File: src/core/lgop_pkg.sv
// Package: opcodes, reset values and widths for the logical OR/AND unit
package lgop_pkg;
   localparam int LGOP_NREG = 8;
   localparam int LGOP_RW = 24;
   localparam int LGOP_IW = 16;
   // Instruction bit n counted from the left is instr[15-n]
   localparam logic [4:0] LGOP_OR_IMM = 5'h1A;
   localparam logic [4:0] LGOP_AND_IMM = 5'h1C;
   localparam logic [7:0] LGOP_OR_FULL = 8'hD8;
   localparam logic [7:0] LGOP_OR_HALF = 8'hD0;
   localparam logic [7:0] LGOP_OR_CHAR = 8'h58;
   localparam logic [7:0] LGOP_AND_FULL = 8'hE8;
   localparam logic [7:0] LGOP_AND_HALF = 8'hE0;
   localparam logic [7:0] LGOP_AND_CHAR = 8'h68;
   localparam logic [LGOP_RW-1:0] LGOP_REG_RST = 24'h000000;
   localparam logic [LGOP_RW-1:0] LGOP_BRANCH_RST = 24'h000000;
   typedef enum logic [2:0] {
      LGOP_NONE, LGOP_IMM, LGOP_CHR, LGOP_HALF, LGOP_FULL
   } lgop_form_t;
endpackage

File: src/core/lgop_regfile.sv
// Register file: eight 24-bit general registers, registered read ports
`timescale 1ns/1ps
module lgop_regfile
   import lgop_pkg::*;
(
   input wire logic clk_i,                          // Clock
   input wire logic rst_i,                          // Async reset
   input wire logic [2:0] ra_i,                     // Read address A
   input wire logic [2:0] rb_i,                     // Read address B
   output logic [lgop_pkg::LGOP_RW-1:0] rda_o,      // Read data A
   output logic [lgop_pkg::LGOP_RW-1:0] rdb_o,      // Read data B
   input wire logic we_i,                           // Write enable
   input wire logic [2:0] wa_i,                     // Write address
   input wire logic [lgop_pkg::LGOP_RW-1:0] wd_i    // Write data
);
   import lgop_pkg::*;

   logic [LGOP_RW-1:0] mem_q [LGOP_NREG];
   always_ff @(posedge clk_i or posedge rst_i)
   begin
      if (rst_i)
      begin
         for (int i = 0; i < LGOP_NREG; i++)
            mem_q[i] <= LGOP_REG_RST;
         rda_o <= LGOP_REG_RST;
         rdb_o <= LGOP_REG_RST;
      end
      else
      begin
         if (we_i)
            mem_q[wa_i] <= wd_i;
         // Bypass so back-to-back instructions see the newest value
         rda_o <= (we_i && wa_i == ra_i) ? wd_i : mem_q[ra_i];
         rdb_o <= (we_i && wa_i == rb_i) ? wd_i : mem_q[rb_i];
      end
   end
endmodule

File: src/core/lgop_exec.sv
// Execution datapath for bitwise OR and AND instructions
//
// Contract
// - Immediate OR ORs the 8-bit immediate into byte 0 or byte 1 of the register as the select bit says.
// - Immediate and character forms write only the selected byte and keep the other bytes.
// - Byte forms use the 2-bit register field as upper address bits with the low bit forced to one.
// - Character OR ORs the selected source byte into the selected destination byte of odd registers.
// - Full-register OR combines bytes 0, 1 and extension byte of source and destination.
// - Halfword OR and AND touch only bytes 0 and 1 and set latches from those bytes.
// - OR gives one where either operand bit is one, and every value is legal.
// - After a byte operation C is set when the result byte is nonzero and Z when it is zero.
// - After full-register OR or AND C is set when the result is nonzero and Z when zero.
// - Register 0 as destination in register or halfword forms branches to its value, latches kept.
// - Register-to-register forms never modify the source register.
// - Immediate AND ANDs the 8-bit immediate with byte 0 or byte 1 of the register.
// - AND gives one only where both operand bits are one.
// - Full-register AND ANDs all three bytes and stores the result in the destination.
`timescale 1ns/1ps
module lgop_exec
   import lgop_pkg::*;
(
   input wire logic clk_i,                              // Clock
   input wire logic rst_i,                              // Async reset
   input wire logic instr_valid_i,                      // Instruction strobe
   input wire logic [lgop_pkg::LGOP_IW-1:0] instr_i,    // Instruction word
   output logic busy_o,                                 // Executing
   output logic done_o,                                 // Result written
   output logic c_latch_o,                              // C latch
   output logic z_latch_o,                              // Z latch
   output logic branch_o,                               // Branch taken pulse
   output logic [lgop_pkg::LGOP_RW-1:0] branch_addr_o,  // Branch target
   output logic illegal_o,                              // Not an OR/AND form
   output logic [lgop_pkg::LGOP_RW-1:0] wr_data_o,      // Last written value
   output logic [2:0] wr_addr_o                         // Last written reg
);
   import lgop_pkg::*;

   typedef enum logic [1:0] {LGOP_IDLE, LGOP_READ, LGOP_EXEC} lgop_state_t;

   typedef struct packed {
      lgop_state_t st;
      lgop_form_t form;
      logic is_and;
      logic [2:0] dst;
      logic [2:0] src;
      logic dsel;
      logic ssel;
      logic [7:0] imm;
      logic c;
      logic z;
      logic busy;
      logic done;
      logic branch;
      logic [LGOP_RW-1:0] baddr;
      logic illegal;
      logic [LGOP_RW-1:0] wdata;
      logic [2:0] waddr;
   } lgop_st_t;

   lgop_st_t s_q, s_d;
   logic [LGOP_RW-1:0] rda, rdb;
   logic we;
   logic [LGOP_RW-1:0] wd;

   // Bitwise combine shared by all forms
   function automatic logic [LGOP_RW-1:0] lgop_combine(
      input logic is_and,
      input logic [LGOP_RW-1:0] a,
      input logic [LGOP_RW-1:0] b);
      lgop_combine = is_and ? (a & b) : (a | b);
   endfunction

   function automatic logic [7:0] lgop_byte(
      input logic [LGOP_RW-1:0] r,
      input logic sel);
      lgop_byte = sel ? r[15:8] : r[7:0];
   endfunction

   lgop_regfile u_rf (
      .clk_i(clk_i),
      .rst_i(rst_i),
      .ra_i(s_q.dst),
      .rb_i(s_q.src),
      .rda_o(rda),
      .rdb_o(rdb),
      .we_i(we),
      .wa_i(s_q.dst),
      .wd_i(wd)
   );

   always_comb
   begin
      logic [7:0] res8;
      logic [LGOP_RW-1:0] full;
      logic [LGOP_RW-1:0] merged;
      res8 = 8'h00;
      full = '0;
      merged = rda;
      s_d = s_q;
      s_d.done = 1'b0;
      s_d.branch = 1'b0;
      s_d.illegal = 1'b0;
      we = 1'b0;
      wd = rda;
      case (s_q.st)
         LGOP_IDLE:
         begin
            if (instr_valid_i)
            begin
               s_d.form = LGOP_NONE;
               s_d.imm = instr_i[7:0];
               s_d.dsel = instr_i[8];
               s_d.ssel = instr_i[12];
               s_d.src = instr_i[14:12];
               s_d.dst = instr_i[10:8];
               s_d.is_and = 1'b0;
               if (instr_i[15:11] == LGOP_OR_IMM ||
                   instr_i[15:11] == LGOP_AND_IMM)
               begin
                  s_d.form = LGOP_IMM;
                  s_d.is_and = (instr_i[15:11] == LGOP_AND_IMM);
                  s_d.dst = {instr_i[10:9], 1'b1};
               end
               else if (instr_i[15] == 1'b0 && instr_i[11] == 1'b0)
               begin
                  case (instr_i[7:0])
                     LGOP_OR_FULL, LGOP_AND_FULL:
                        s_d.form = LGOP_FULL;
                     LGOP_OR_HALF, LGOP_AND_HALF:
                        s_d.form = LGOP_HALF;
                     LGOP_OR_CHAR, LGOP_AND_CHAR:
                        s_d.form = LGOP_CHR;
                     default:
                        s_d.form = LGOP_NONE;
                  endcase
                  s_d.is_and = instr_i[5];
                  if (s_d.form == LGOP_CHR)
                  begin
                     s_d.dst = {instr_i[10:9], 1'b1};
                     s_d.src = {instr_i[14:13], 1'b1};
                  end
               end
               if (s_d.form == LGOP_NONE)
                  s_d.illegal = 1'b1;
               else
               begin
                  s_d.st = LGOP_READ;
                  s_d.busy = 1'b1;
               end
            end
         end
         LGOP_READ:
            s_d.st = LGOP_EXEC;
         LGOP_EXEC:
         begin
            s_d.st = LGOP_IDLE;
            s_d.busy = 1'b0;
            s_d.done = 1'b1;
            we = 1'b1;
            case (s_q.form)
               LGOP_IMM, LGOP_CHR:
               begin
                  full = lgop_combine(s_q.is_and, {16'h0000,
                     lgop_byte(rda, s_q.dsel)},
                     {16'h0000, (s_q.form == LGOP_IMM) ? s_q.imm
                     : lgop_byte(rdb, s_q.ssel)});
                  res8 = full[7:0];
                  if (s_q.dsel)
                     merged[15:8] = res8;
                  else
                     merged[7:0] = res8;
                  wd = merged;
                  s_d.c = (res8 != 8'h00);
                  s_d.z = (res8 == 8'h00);
               end
               default:
               begin
                  // Source is read only; only the destination is written
                  full = lgop_combine(s_q.is_and, rda, rdb);
                  if (s_q.form == LGOP_HALF)
                     wd = {rda[23:16], full[15:0]};
                  else
                     wd = full;
                  if (s_q.dst == 3'h0)
                  begin
                     // Result lands in register 0 and is taken as target
                     s_d.branch = 1'b1;
                     s_d.baddr = wd;
                  end
                  else if (s_q.form == LGOP_HALF)
                  begin
                     s_d.c = (wd[15:0] != 16'h0000);
                     s_d.z = (wd[15:0] == 16'h0000);
                  end
                  else
                  begin
                     s_d.c = (wd != '0);
                     s_d.z = (wd == '0);
                  end
               end
            endcase
            s_d.wdata = wd;
            s_d.waddr = s_q.dst;
         end
         default:
            s_d.st = LGOP_IDLE;
      endcase
   end

   always_ff @(posedge clk_i or posedge rst_i)
   begin
      if (rst_i)
      begin
         s_q <= '0;
         s_q.st <= LGOP_IDLE;
         s_q.form <= LGOP_NONE;
         s_q.baddr <= LGOP_BRANCH_RST;
      end
      else
         s_q <= s_d;
   end

   assign busy_o = s_q.busy;
   assign done_o = s_q.done;
   assign c_latch_o = s_q.c;
   assign z_latch_o = s_q.z;
   assign branch_o = s_q.branch;
   assign branch_addr_o = s_q.baddr;
   assign illegal_o = s_q.illegal;
   assign wr_data_o = s_q.wdata;
   assign wr_addr_o = s_q.waddr;
endmodule

File: config.mk
export PLATFORM = sky130hd
export DESIGN_NAME = lgop_exec
export DESIGN_NICKNAME = d
export VERILOG_FILES = /design/src/core/lgop_pkg.sv /design/src/core/lgop_regfile.sv /design/src/core/lgop_exec.sv
export SDC_FILE = /design/constraint.sdc
export NUM_CORES = 1
export LEC_CHECK = 0
export ABC_CLOCK_PERIOD_IN_PS = 15420
export BUFFER_PORTS_ARGS = -buffer_cell sky130_fd_sc_hd__buf_2
export CELL_PAD_IN_SITES_DETAIL_PLACEMENT = 1
export CELL_PAD_IN_SITES_GLOBAL_PLACEMENT = 1
export CORE_MARGIN = 3
export CORE_UTILIZATION = 49
export CTS_CLUSTER_DIAMETER = 30
export DETAILED_ROUTE_END_ITERATION = 12
export HOLD_SLACK_MARGIN = 0.15
export PLACE_DENSITY_LB_ADDON = 0.1
export SLEW_MARGIN = 25
export SYNTH_ARGS = -nofsm -noshare
export SYNTH_HDL_FRONTEND = slang
export SYNTH_SLANG_ARGS = --single-unit
File: constraint.sdc
create_clock -name clk_i -period 15.42 [get_ports clk_i]
set_input_delay 3.084 -clock clk_i [delete_from_list [all_inputs] [get_ports clk_i]]
set_output_delay 3.084 -clock clk_i [all_outputs]
set_load 0.01 [all_outputs]
==> results.yml, run 1 <==
drt:
  drtIter0Drc: 928
  antenna_left: 0
  wl_per_cell_um: 24.8
  viasPerCell: 6.18
  vias: 12877
  wirelength_mm: 51.8
  drtPass1Iterations: 7
  remaining_drc_errors: 0
synth:
  yosys.area.top_type: "dfrtp_1"
  ys_ff_latch: 319
  yosysSeqAreaShare_pct: 49.5
  ys_types: 50
  avgSynthCellArea_um2: 10.3
  yosysWarnings: 0
  synthFlopType: "dfrtp_1"
  syn_nets: 1583
  syn_inst: 1564
  syn-cell-area_um2: 16100
  synth_top_area_share_pct: 49.5
  postSynth.asyncResetShare_pct: 100
  synth-edff-count: 0
  synth_top_cells_by_area: "dfrtp_1, mux4_2, nand2_1"
worst_setup_path:
  crit_chain: "buf_2, inv_8, buf_6, buf_4"
  critPathKind: "input port to async pin"
  reg2reg_from: "s_q[77]$_DFFE_PP0P_"
  cp-end-kind: "async pin"
  worst-endpoint-required_ps: 15960
  cp_max_fo: 101
  slowest_stage: "buf_4"
  path_delay_family: "buffers and inverters"
  reg2reg_depth: 8
  cp_data_arrival_time_ps: 5210
  r2r-end: "u_rf.mem_q[46]$_DFFE_PP0P_"
  worstPathBufferInverterCount: 4
  max_stage_delay_ps: 830
  rrSetupSlack_ps: 12030
  cp-start-kind: "input port"
place:
  io_buffers: 75
  placed_area_um2: 16500
  dp_cells: 1938
  dp_hpwl_mm: 30.4
  gp_congestion: 0.836
cts:
  cts_buffers: 79
  clkSlewWorstSetupHoldPaths_ps: 40
  cts_sinks: 319
  clk_root_buffer_cell: "clkbuf_16"
  cts_tree: "done"
  clock_path_buffers: 3
  ctsHoldBuffers: 0
  clock_latency_ps: 570
  cts_resized: 0
  cts_setup_buffers: 0
  htree_num_levels: 3
status:
  status: "completed"
global_route:
  gr-total-overflow: 0
  grt_pass1_wl_mm: 82.9
  antenna_found_initial: 0
  grt_max_degree: 102
  grt_pass1_vias: 14253
  grt_use_total_pct: 30.2
power_and_ir_drop:
  peakVddDrop_v: 0.000105
  swShare_pct: 24.1
  power.density_nw_per_um2: 144
  pwr-share-clk_pct: 60.1
  power.leakage_nw: 8.65
  power_mw: 2.78
  combPwrFrac_pct: 7.6
  p_sw_uw: 669
  internal_power_mw: 2.11
  pwr-share-seq_pct: 32.3
hold_path:
  hold_class: "flip-flop to flip-flop"
  whs_path_depth: 2
  min_from: "branch_addr_o[5]$_DFFE_PP0P_"
  hold_path_end: "branch_addr_o[5]$_DFFE_PP0P_"
die:
  num_rows: 65
  boundaryPins: 76
  fp.dieH_um: 187
  fp.dieArea_um2: 35100
  initial_core_util_pct: 50.4
  fp.coreArea_um2: 32000
  dieWidth_um: 187
sta:
  hold_slack_ps: 465
  skew_ps: 24.1
  setup_tns_ps: 0
  final-max-slew-violation-count: 0
  max_freq_ghz: 0.214
  setup_viol: 0
  fin_crit_sh_pct: 30.3
  hold_violations: 0
  fin_crit_ps: 4670
  slew_headroom_pct: 30.0
  tightest_slew_ps: 1050
  rsz0062_at_grt: "no"
finish:
  fin_area_um2: 19200
  drive_gt1_share_pct: 23.9
  syn_to_final_growth_pct: 19.2
  final_cells: 2083
  nets: 1603
job:
  max-cap-violations: 0
## how the worst max path moves through the flow
| stage | to | from | cells after the start | slack [ps] |
|---|---|---|---|---|
| 2_1_floorplan | branch_addr_o[0]$_DFFE_PP0P_ | rst_i | 1 | 3510 |
| 3_3_place_gp | branch_addr_o[17]$_DFFE_PP0P_ | rst_i | 4 | 9770 |
| 3_5_place_dp | branch_addr_o[18]$_DFFE_PP0P_ | rst_i | 4 | 9740 |
| 4_1_cts | u_rf.rdb_o[15]$_DFF_PP0_ | rst_i | 4 | 10310 |
| 5_1_grt | u_rf.rdb_o[15]$_DFF_PP0_ | rst_i | 4 | 10360 |
| 6_report | u_rf.mem_q[168]$_DFFE_PP0P_ | rst_i | 4 | 10750 |
## logic make-up (layout without fill, tap and decap cells)
group / count (synthesis) / count (layout) / synth area share [%]
DFF: 319 / 319 / 49.5
and+or+nand+nor: 476 / 476 / 11.8
buffers and inverters: 173 / 256 / 5.29
AOI/OAI and AO/OA: 404 / 404 / 13.7
muxes: 175 / 175 / 18.7
other: 0 / 1 / 0
adders and majority gates: 10 / 10 / 0.629
xor gates and xnor gates: 7 / 7 / 0.380
## metrics by stage
stage          setup WS [ps]  utilization (%)
2_1_floorplan           3510                -
3_3_place_gp            9770             51.5
3_5_place_dp            9740             51.5
4_1_cts                10310             60.0
5_1_grt                10360             60.1
6_report               10750             60.1
## synthesized netlist by cell type, types with 2 or more instances
library cell,number
a211oi_1,6
a21boi_0,10
a21o_1,16
a21oi_1,37
a31oi_1,5
a32oi_1,6
and2_1,2
buf_1,21
buf_2,3
buf_4,51
clkbuf_1,88
dfrtp_1,319
inv_1,8
maj3_1,9
mux2_2,44
mux2i_1,34
mux4_2,96
nand2_1,381
nand3_1,5
nand3b_1,4
nand4_1,5
nand4b_1,4
nor2_1,53
nor2b_1,4
nor3_1,8
nor4_1,2
o211ai_1,4
o21a_1,7
o21ai_0,285
o21bai_1,6
o22ai_1,16
or2_2,2
xnor2_1,6
## cells in the final DEF (no fill, tap or decap), types with 7 or more instances in the layout
| master | synthesis | routed |
|---|---|---|
| maj3_1 | 9 | 9 |
| nor3_1 | 8 | 8 |
| buf_2 | 3 | 75 |
| clkbuf_16 | 0 | 82 |
| a21oi_1 | 37 | 37 |
| o21a_1 | 7 | 7 |
| a21o_1 | 16 | 16 |
| mux4_2 | 96 | 96 |
| clkinv_2 | 0 | 16 |
| clkinvlp_4 | 0 | 8 |
| nor2_1 | 53 | 52 |
| bufinv_16 | 0 | 8 |
| nand2_1 | 381 | 380 |
| a21boi_0 | 10 | 10 |
| dfrtp_1 | 319 | 314 |
| clkbuf_8 | 0 | 14 |
| o22ai_1 | 16 | 15 |
| o21ai_0 | 285 | 285 |
| clkbuf_1 | 88 | 11 |
| buf_4 | 51 | 26 |
| mux2i_1 | 34 | 34 |
| mux2_2 | 44 | 44 |
## final cells by class
type                       count  area [um2]
antenna                        1        2.50
clock buffer                 107        2290
multi-input combinational   1072        7320
clock inverter                37         432
inverter                       9        41.3
fill                        3380       12800
tap                          435         544
timing repair buffer         103         593
sequential                   319        7990
## flip-flops by register name, summed over array words and instances (netlist names)
name and cells:
branch_o 1, s_q 22, c_latch_o 1, u_rf.rdb_o 24, u_rf.rda_o 24, branch_addr_o 24, busy_o 1, u_rf.mem_q 192
done_o 1, wr_addr_o 3, wr_data_o 24, illegal_o 1, z_latch_o 1
## layer usage
layer / track usage, % / share of wire, % / up-vias
met5: 0 / 0 / -
met4: 10.0 / 2.6 / 0
met3: 7.08 / 6.7 / 115
met2: 49.5 / 48 / 452
met1: 40.2 / 42 / 6741
li1: - / - / 5569
## worst reg2reg max path: stages (launching register included)
cell and delay [ps]:
dfrtp_1 410, inv_1 150, nand2_2 170, inv_2 600, buf_4 480, nand4b_1 650
buf_4 540, nand2_1 150, o21ai_0 90
## power by group through the flow
stage / Combinational [mW] / Clock, mW / Sequential, mW
after floorplan: 0.160 / 0 / 0.894
after global placement: 0.204 / 0 / 0.906
after detailed placement: 0.208 / 0 / 0.908
after CTS: 0.211 / 1.69 / 0.897
after global routing: 0.228 / 1.74 / 0.900
final: 0.210 / 1.67 / 0.897
(Power assumes the default switching activity.)
==> run 2: changes to the inputs <==
--- a/config.mk
+++ b/config.mk
@@ -5,12 +5,12 @@
 export SDC_FILE = /design/constraint.sdc
 export NUM_CORES = 1
 export LEC_CHECK = 0
-export ABC_CLOCK_PERIOD_IN_PS = 15420
+export ABC_CLOCK_PERIOD_IN_PS = 4200
 export BUFFER_PORTS_ARGS = -buffer_cell sky130_fd_sc_hd__buf_2
 export CELL_PAD_IN_SITES_DETAIL_PLACEMENT = 1
 export CELL_PAD_IN_SITES_GLOBAL_PLACEMENT = 1
 export CORE_MARGIN = 3
-export CORE_UTILIZATION = 49
+export CORE_UTILIZATION = 45
 export CTS_CLUSTER_DIAMETER = 30
 export DETAILED_ROUTE_END_ITERATION = 12
 export HOLD_SLACK_MARGIN = 0.15
==> constraint.sdc (replaced) <==
create_clock -name clk_i -period 4.2 [get_ports clk_i]
set_input_delay 0.84 -clock clk_i [delete_from_list [all_inputs] [get_ports clk_i]]
set_output_delay 0.84 -clock clk_i [all_outputs]
set_load 0.01 [all_outputs]
==> run 2 against run 1 <==
Net effect:
- critical path depth rose by 3
- total power rose to 3.7 times the previous value
- clock power rose to 3.6 times the previous value
- worst setup slack got worse by 9700 ps
- global-route usage fell by 2.8 points
- sequential share of layout area fell by 0.22 points
- die area rose by 8.6%
- via count fell by 2.1%
- flip-flop and latch count did not move
- combinational power rose to 3.5 times the previous value
- utilization fell by 4.7 points
- design area rose by 0.53%
- critical path type is now flip-flop to flip-flop
- largest power group unchanged
==> results.yml, run 2 (same netlist as run 1, synthesis figures left out) <==
drt:
  vias: 12602
  remaining_drc_errors: 0
  wl_per_cell_um: 24.4
  drtIter0Drc: 735
  wirelength_mm: 51.4
  drtPass1Iterations: 5
  viasPerCell: 6.00
  antenna_left: 0
finish:
  final-seq-area_um2: 7990
  fin_area_um2: 19300
  n_fill_cell: 3714
  layout_common_cells: "nand2_1, dfrtp_1, o21ai_0, mux4_2, clkbuf_16"
  layout.cells.most_common: "nand2_1"
  nets: 1603
  n_antenna_cell: 0
  max_flop_register: "u_rf.mem_q"
  syn_to_final_growth_pct: 19.8
  multi_input_area_um2: 7310
  largest_reg_flops: 192
  drive_gt1_share_pct: 24.0
sta:
  slew_headroom_pct: 34.5
  fin_crit_ps: 3100
  rsz0062_at_grt: "no"
  fin_crit_sh_pct: 73.7
  setup_tns_ps: 0
  hold_violations: 0
  setup_viol: 0
  skew_ps: 27.3
  max_freq_ghz: 0.323
  fin_ws_ps: 1100
  final-max-slew-violation-count: 0
  tightest_slew_ps: 979
global_route:
  antenna_found_initial: 1
  grt_use_total_pct: 27.4
  grt_max_degree: 83
  grt_pass1_wl_mm: 81.3
  gr-total-overflow: 0
  grt_pass1_vias: 13730
power_and_ir_drop:
  power.density_nw_per_um2: 527
  power.leakage_nw: 8.68
  peakVddDrop_v: 0.000387
  power_mw: 10.2
place:
  gp_congestion: 0.878
  pre_cts_ws_ps: 1180
  dp_hpwl_mm: 32.1
  placed_area_um2: 16600
  io_buffers: 75
cts:
  clk_root_buffer_cell: "clkbuf_16"
  cts_sinks: 319
  ctsHoldBuffers: 0
  cts_buffers: 77
  htree_num_levels: 3
  cts_resized: 0
  clock_path_buffers: 3
  clkSlewWorstSetupHoldPaths_ps: 50
  cts_tree: "done"
  clock_latency_ps: 580
  cts_setup_buffers: 0
worst_setup_path:
  cp_data_arrival_time_ps: 3500
  critPathKind: "flip-flop to flip-flop"
  cp_max_fo: 20
  slowest_stage: "a21boi_0"
  worst-endpoint-required_ps: 4600
  max_stage_delay_ps: 780
  crit_chain: "buf_4, a21boi_0, o22ai_1, o21ai_0, nand2_1, a21boi_0, o21ai_0"
  cp-end-kind: "flip-flop"
  cp-start-kind: "flip-flop"
die:
  num_rows: 68
  dieWidth_um: 195
  fp.dieH_um: 195
  initial_core_util_pct: 46.2
  boundaryPins: 76
  fp.coreArea_um2: 34900
  fp.dieArea_um2: 38100
status:
  status: "completed"
job:
  max-cap-violations: 0
hold_path:
  hold_class: "input port to async pin"
-- run 2: cell types whose count changed in the layout (fill, tap and decap cells not counted), sizes merged --
cell	previous run	this run
diode	1	0
clkinv	20	25
clkbuf	107	102
buf	103	105
inv	10	8
-- run 2: area by class of cell --
cell class	count	area share, %
sequential	319	41.4
clock buffer	102	11.6
tap	455	2.95
timing repair buffer	105	3.50
inverter	9	0.194
clock inverter	40	2.53
multi-input combinational	1072	37.9
-- run 2: worst max-delay path: cells and delay by family, from the launching register on --
family,cells,cell delay [ps]
buffers and inverters,1,390
AO/OA/AOI/OAI,5,1670
AND/OR/NAND/NOR,1,150
flip-flops,1,700
-- run 2: routing by layer --
metal,vias up,GRT usage (%),wire length [um]
li1,5566,-,-
met1,6608,37.6,22600
met2,342,44.0,24600
met3,86,6.42,3070
met4,0,7.90,1090
met5,-,0,0
-- run 2: through the flow --
stage	instances	utilization [%]	hold WS, ps
4_1_cts	2102	55.3	444
3_3_place_gp	1960	47.5	454
6_report	2102	55.4	446
3_5_place_dp	1960	47.5	460
5_1_grt	2102	55.4	479
2_1_floorplan	1564	-	438
-- run 2: power by group --
| group | switching (mW) | internal [mW] | leakage [nW] |
|---|---|---|---|
| combinational | 0.450 | 0.288 | 2.96 |
| sequential | 0.158 | 3.18 | 4.40 |
| clock | 1.87 | 4.22 | 1.33 |
-- run 2: worst paths after layout --
| path | startpoint | end | slack, ps | cells past startpoint |
|---|---|---|---|---|
| min reg2reg | branch_addr_o[5]$_DFFE_PP0P_ | branch_addr_o[5]$_DFFE_PP0P_ | 470 | 2 |
| min in group clk_i | branch_addr_o[5]$_DFFE_PP0P_ | branch_addr_o[5]$_DFFE_PP0P_ | 470 | 2 |
| max | s_q[73]$_DFFE_PP0P_ | u_rf.mem_q[70]$_DFFE_PP0P_ | 1100 | 7 |
| max reg2reg | s_q[73]$_DFFE_PP0P_ | u_rf.mem_q[70]$_DFFE_PP0P_ | 1100 | 7 |
| max in group asynchronous | rst_i | u_rf.rdb_o[19]$_DFF_PP0_ | 2800 | 3 |
| min | rst_i | u_rf.mem_q[172]$_DFFE_PP0P_ | 450 | 2 |
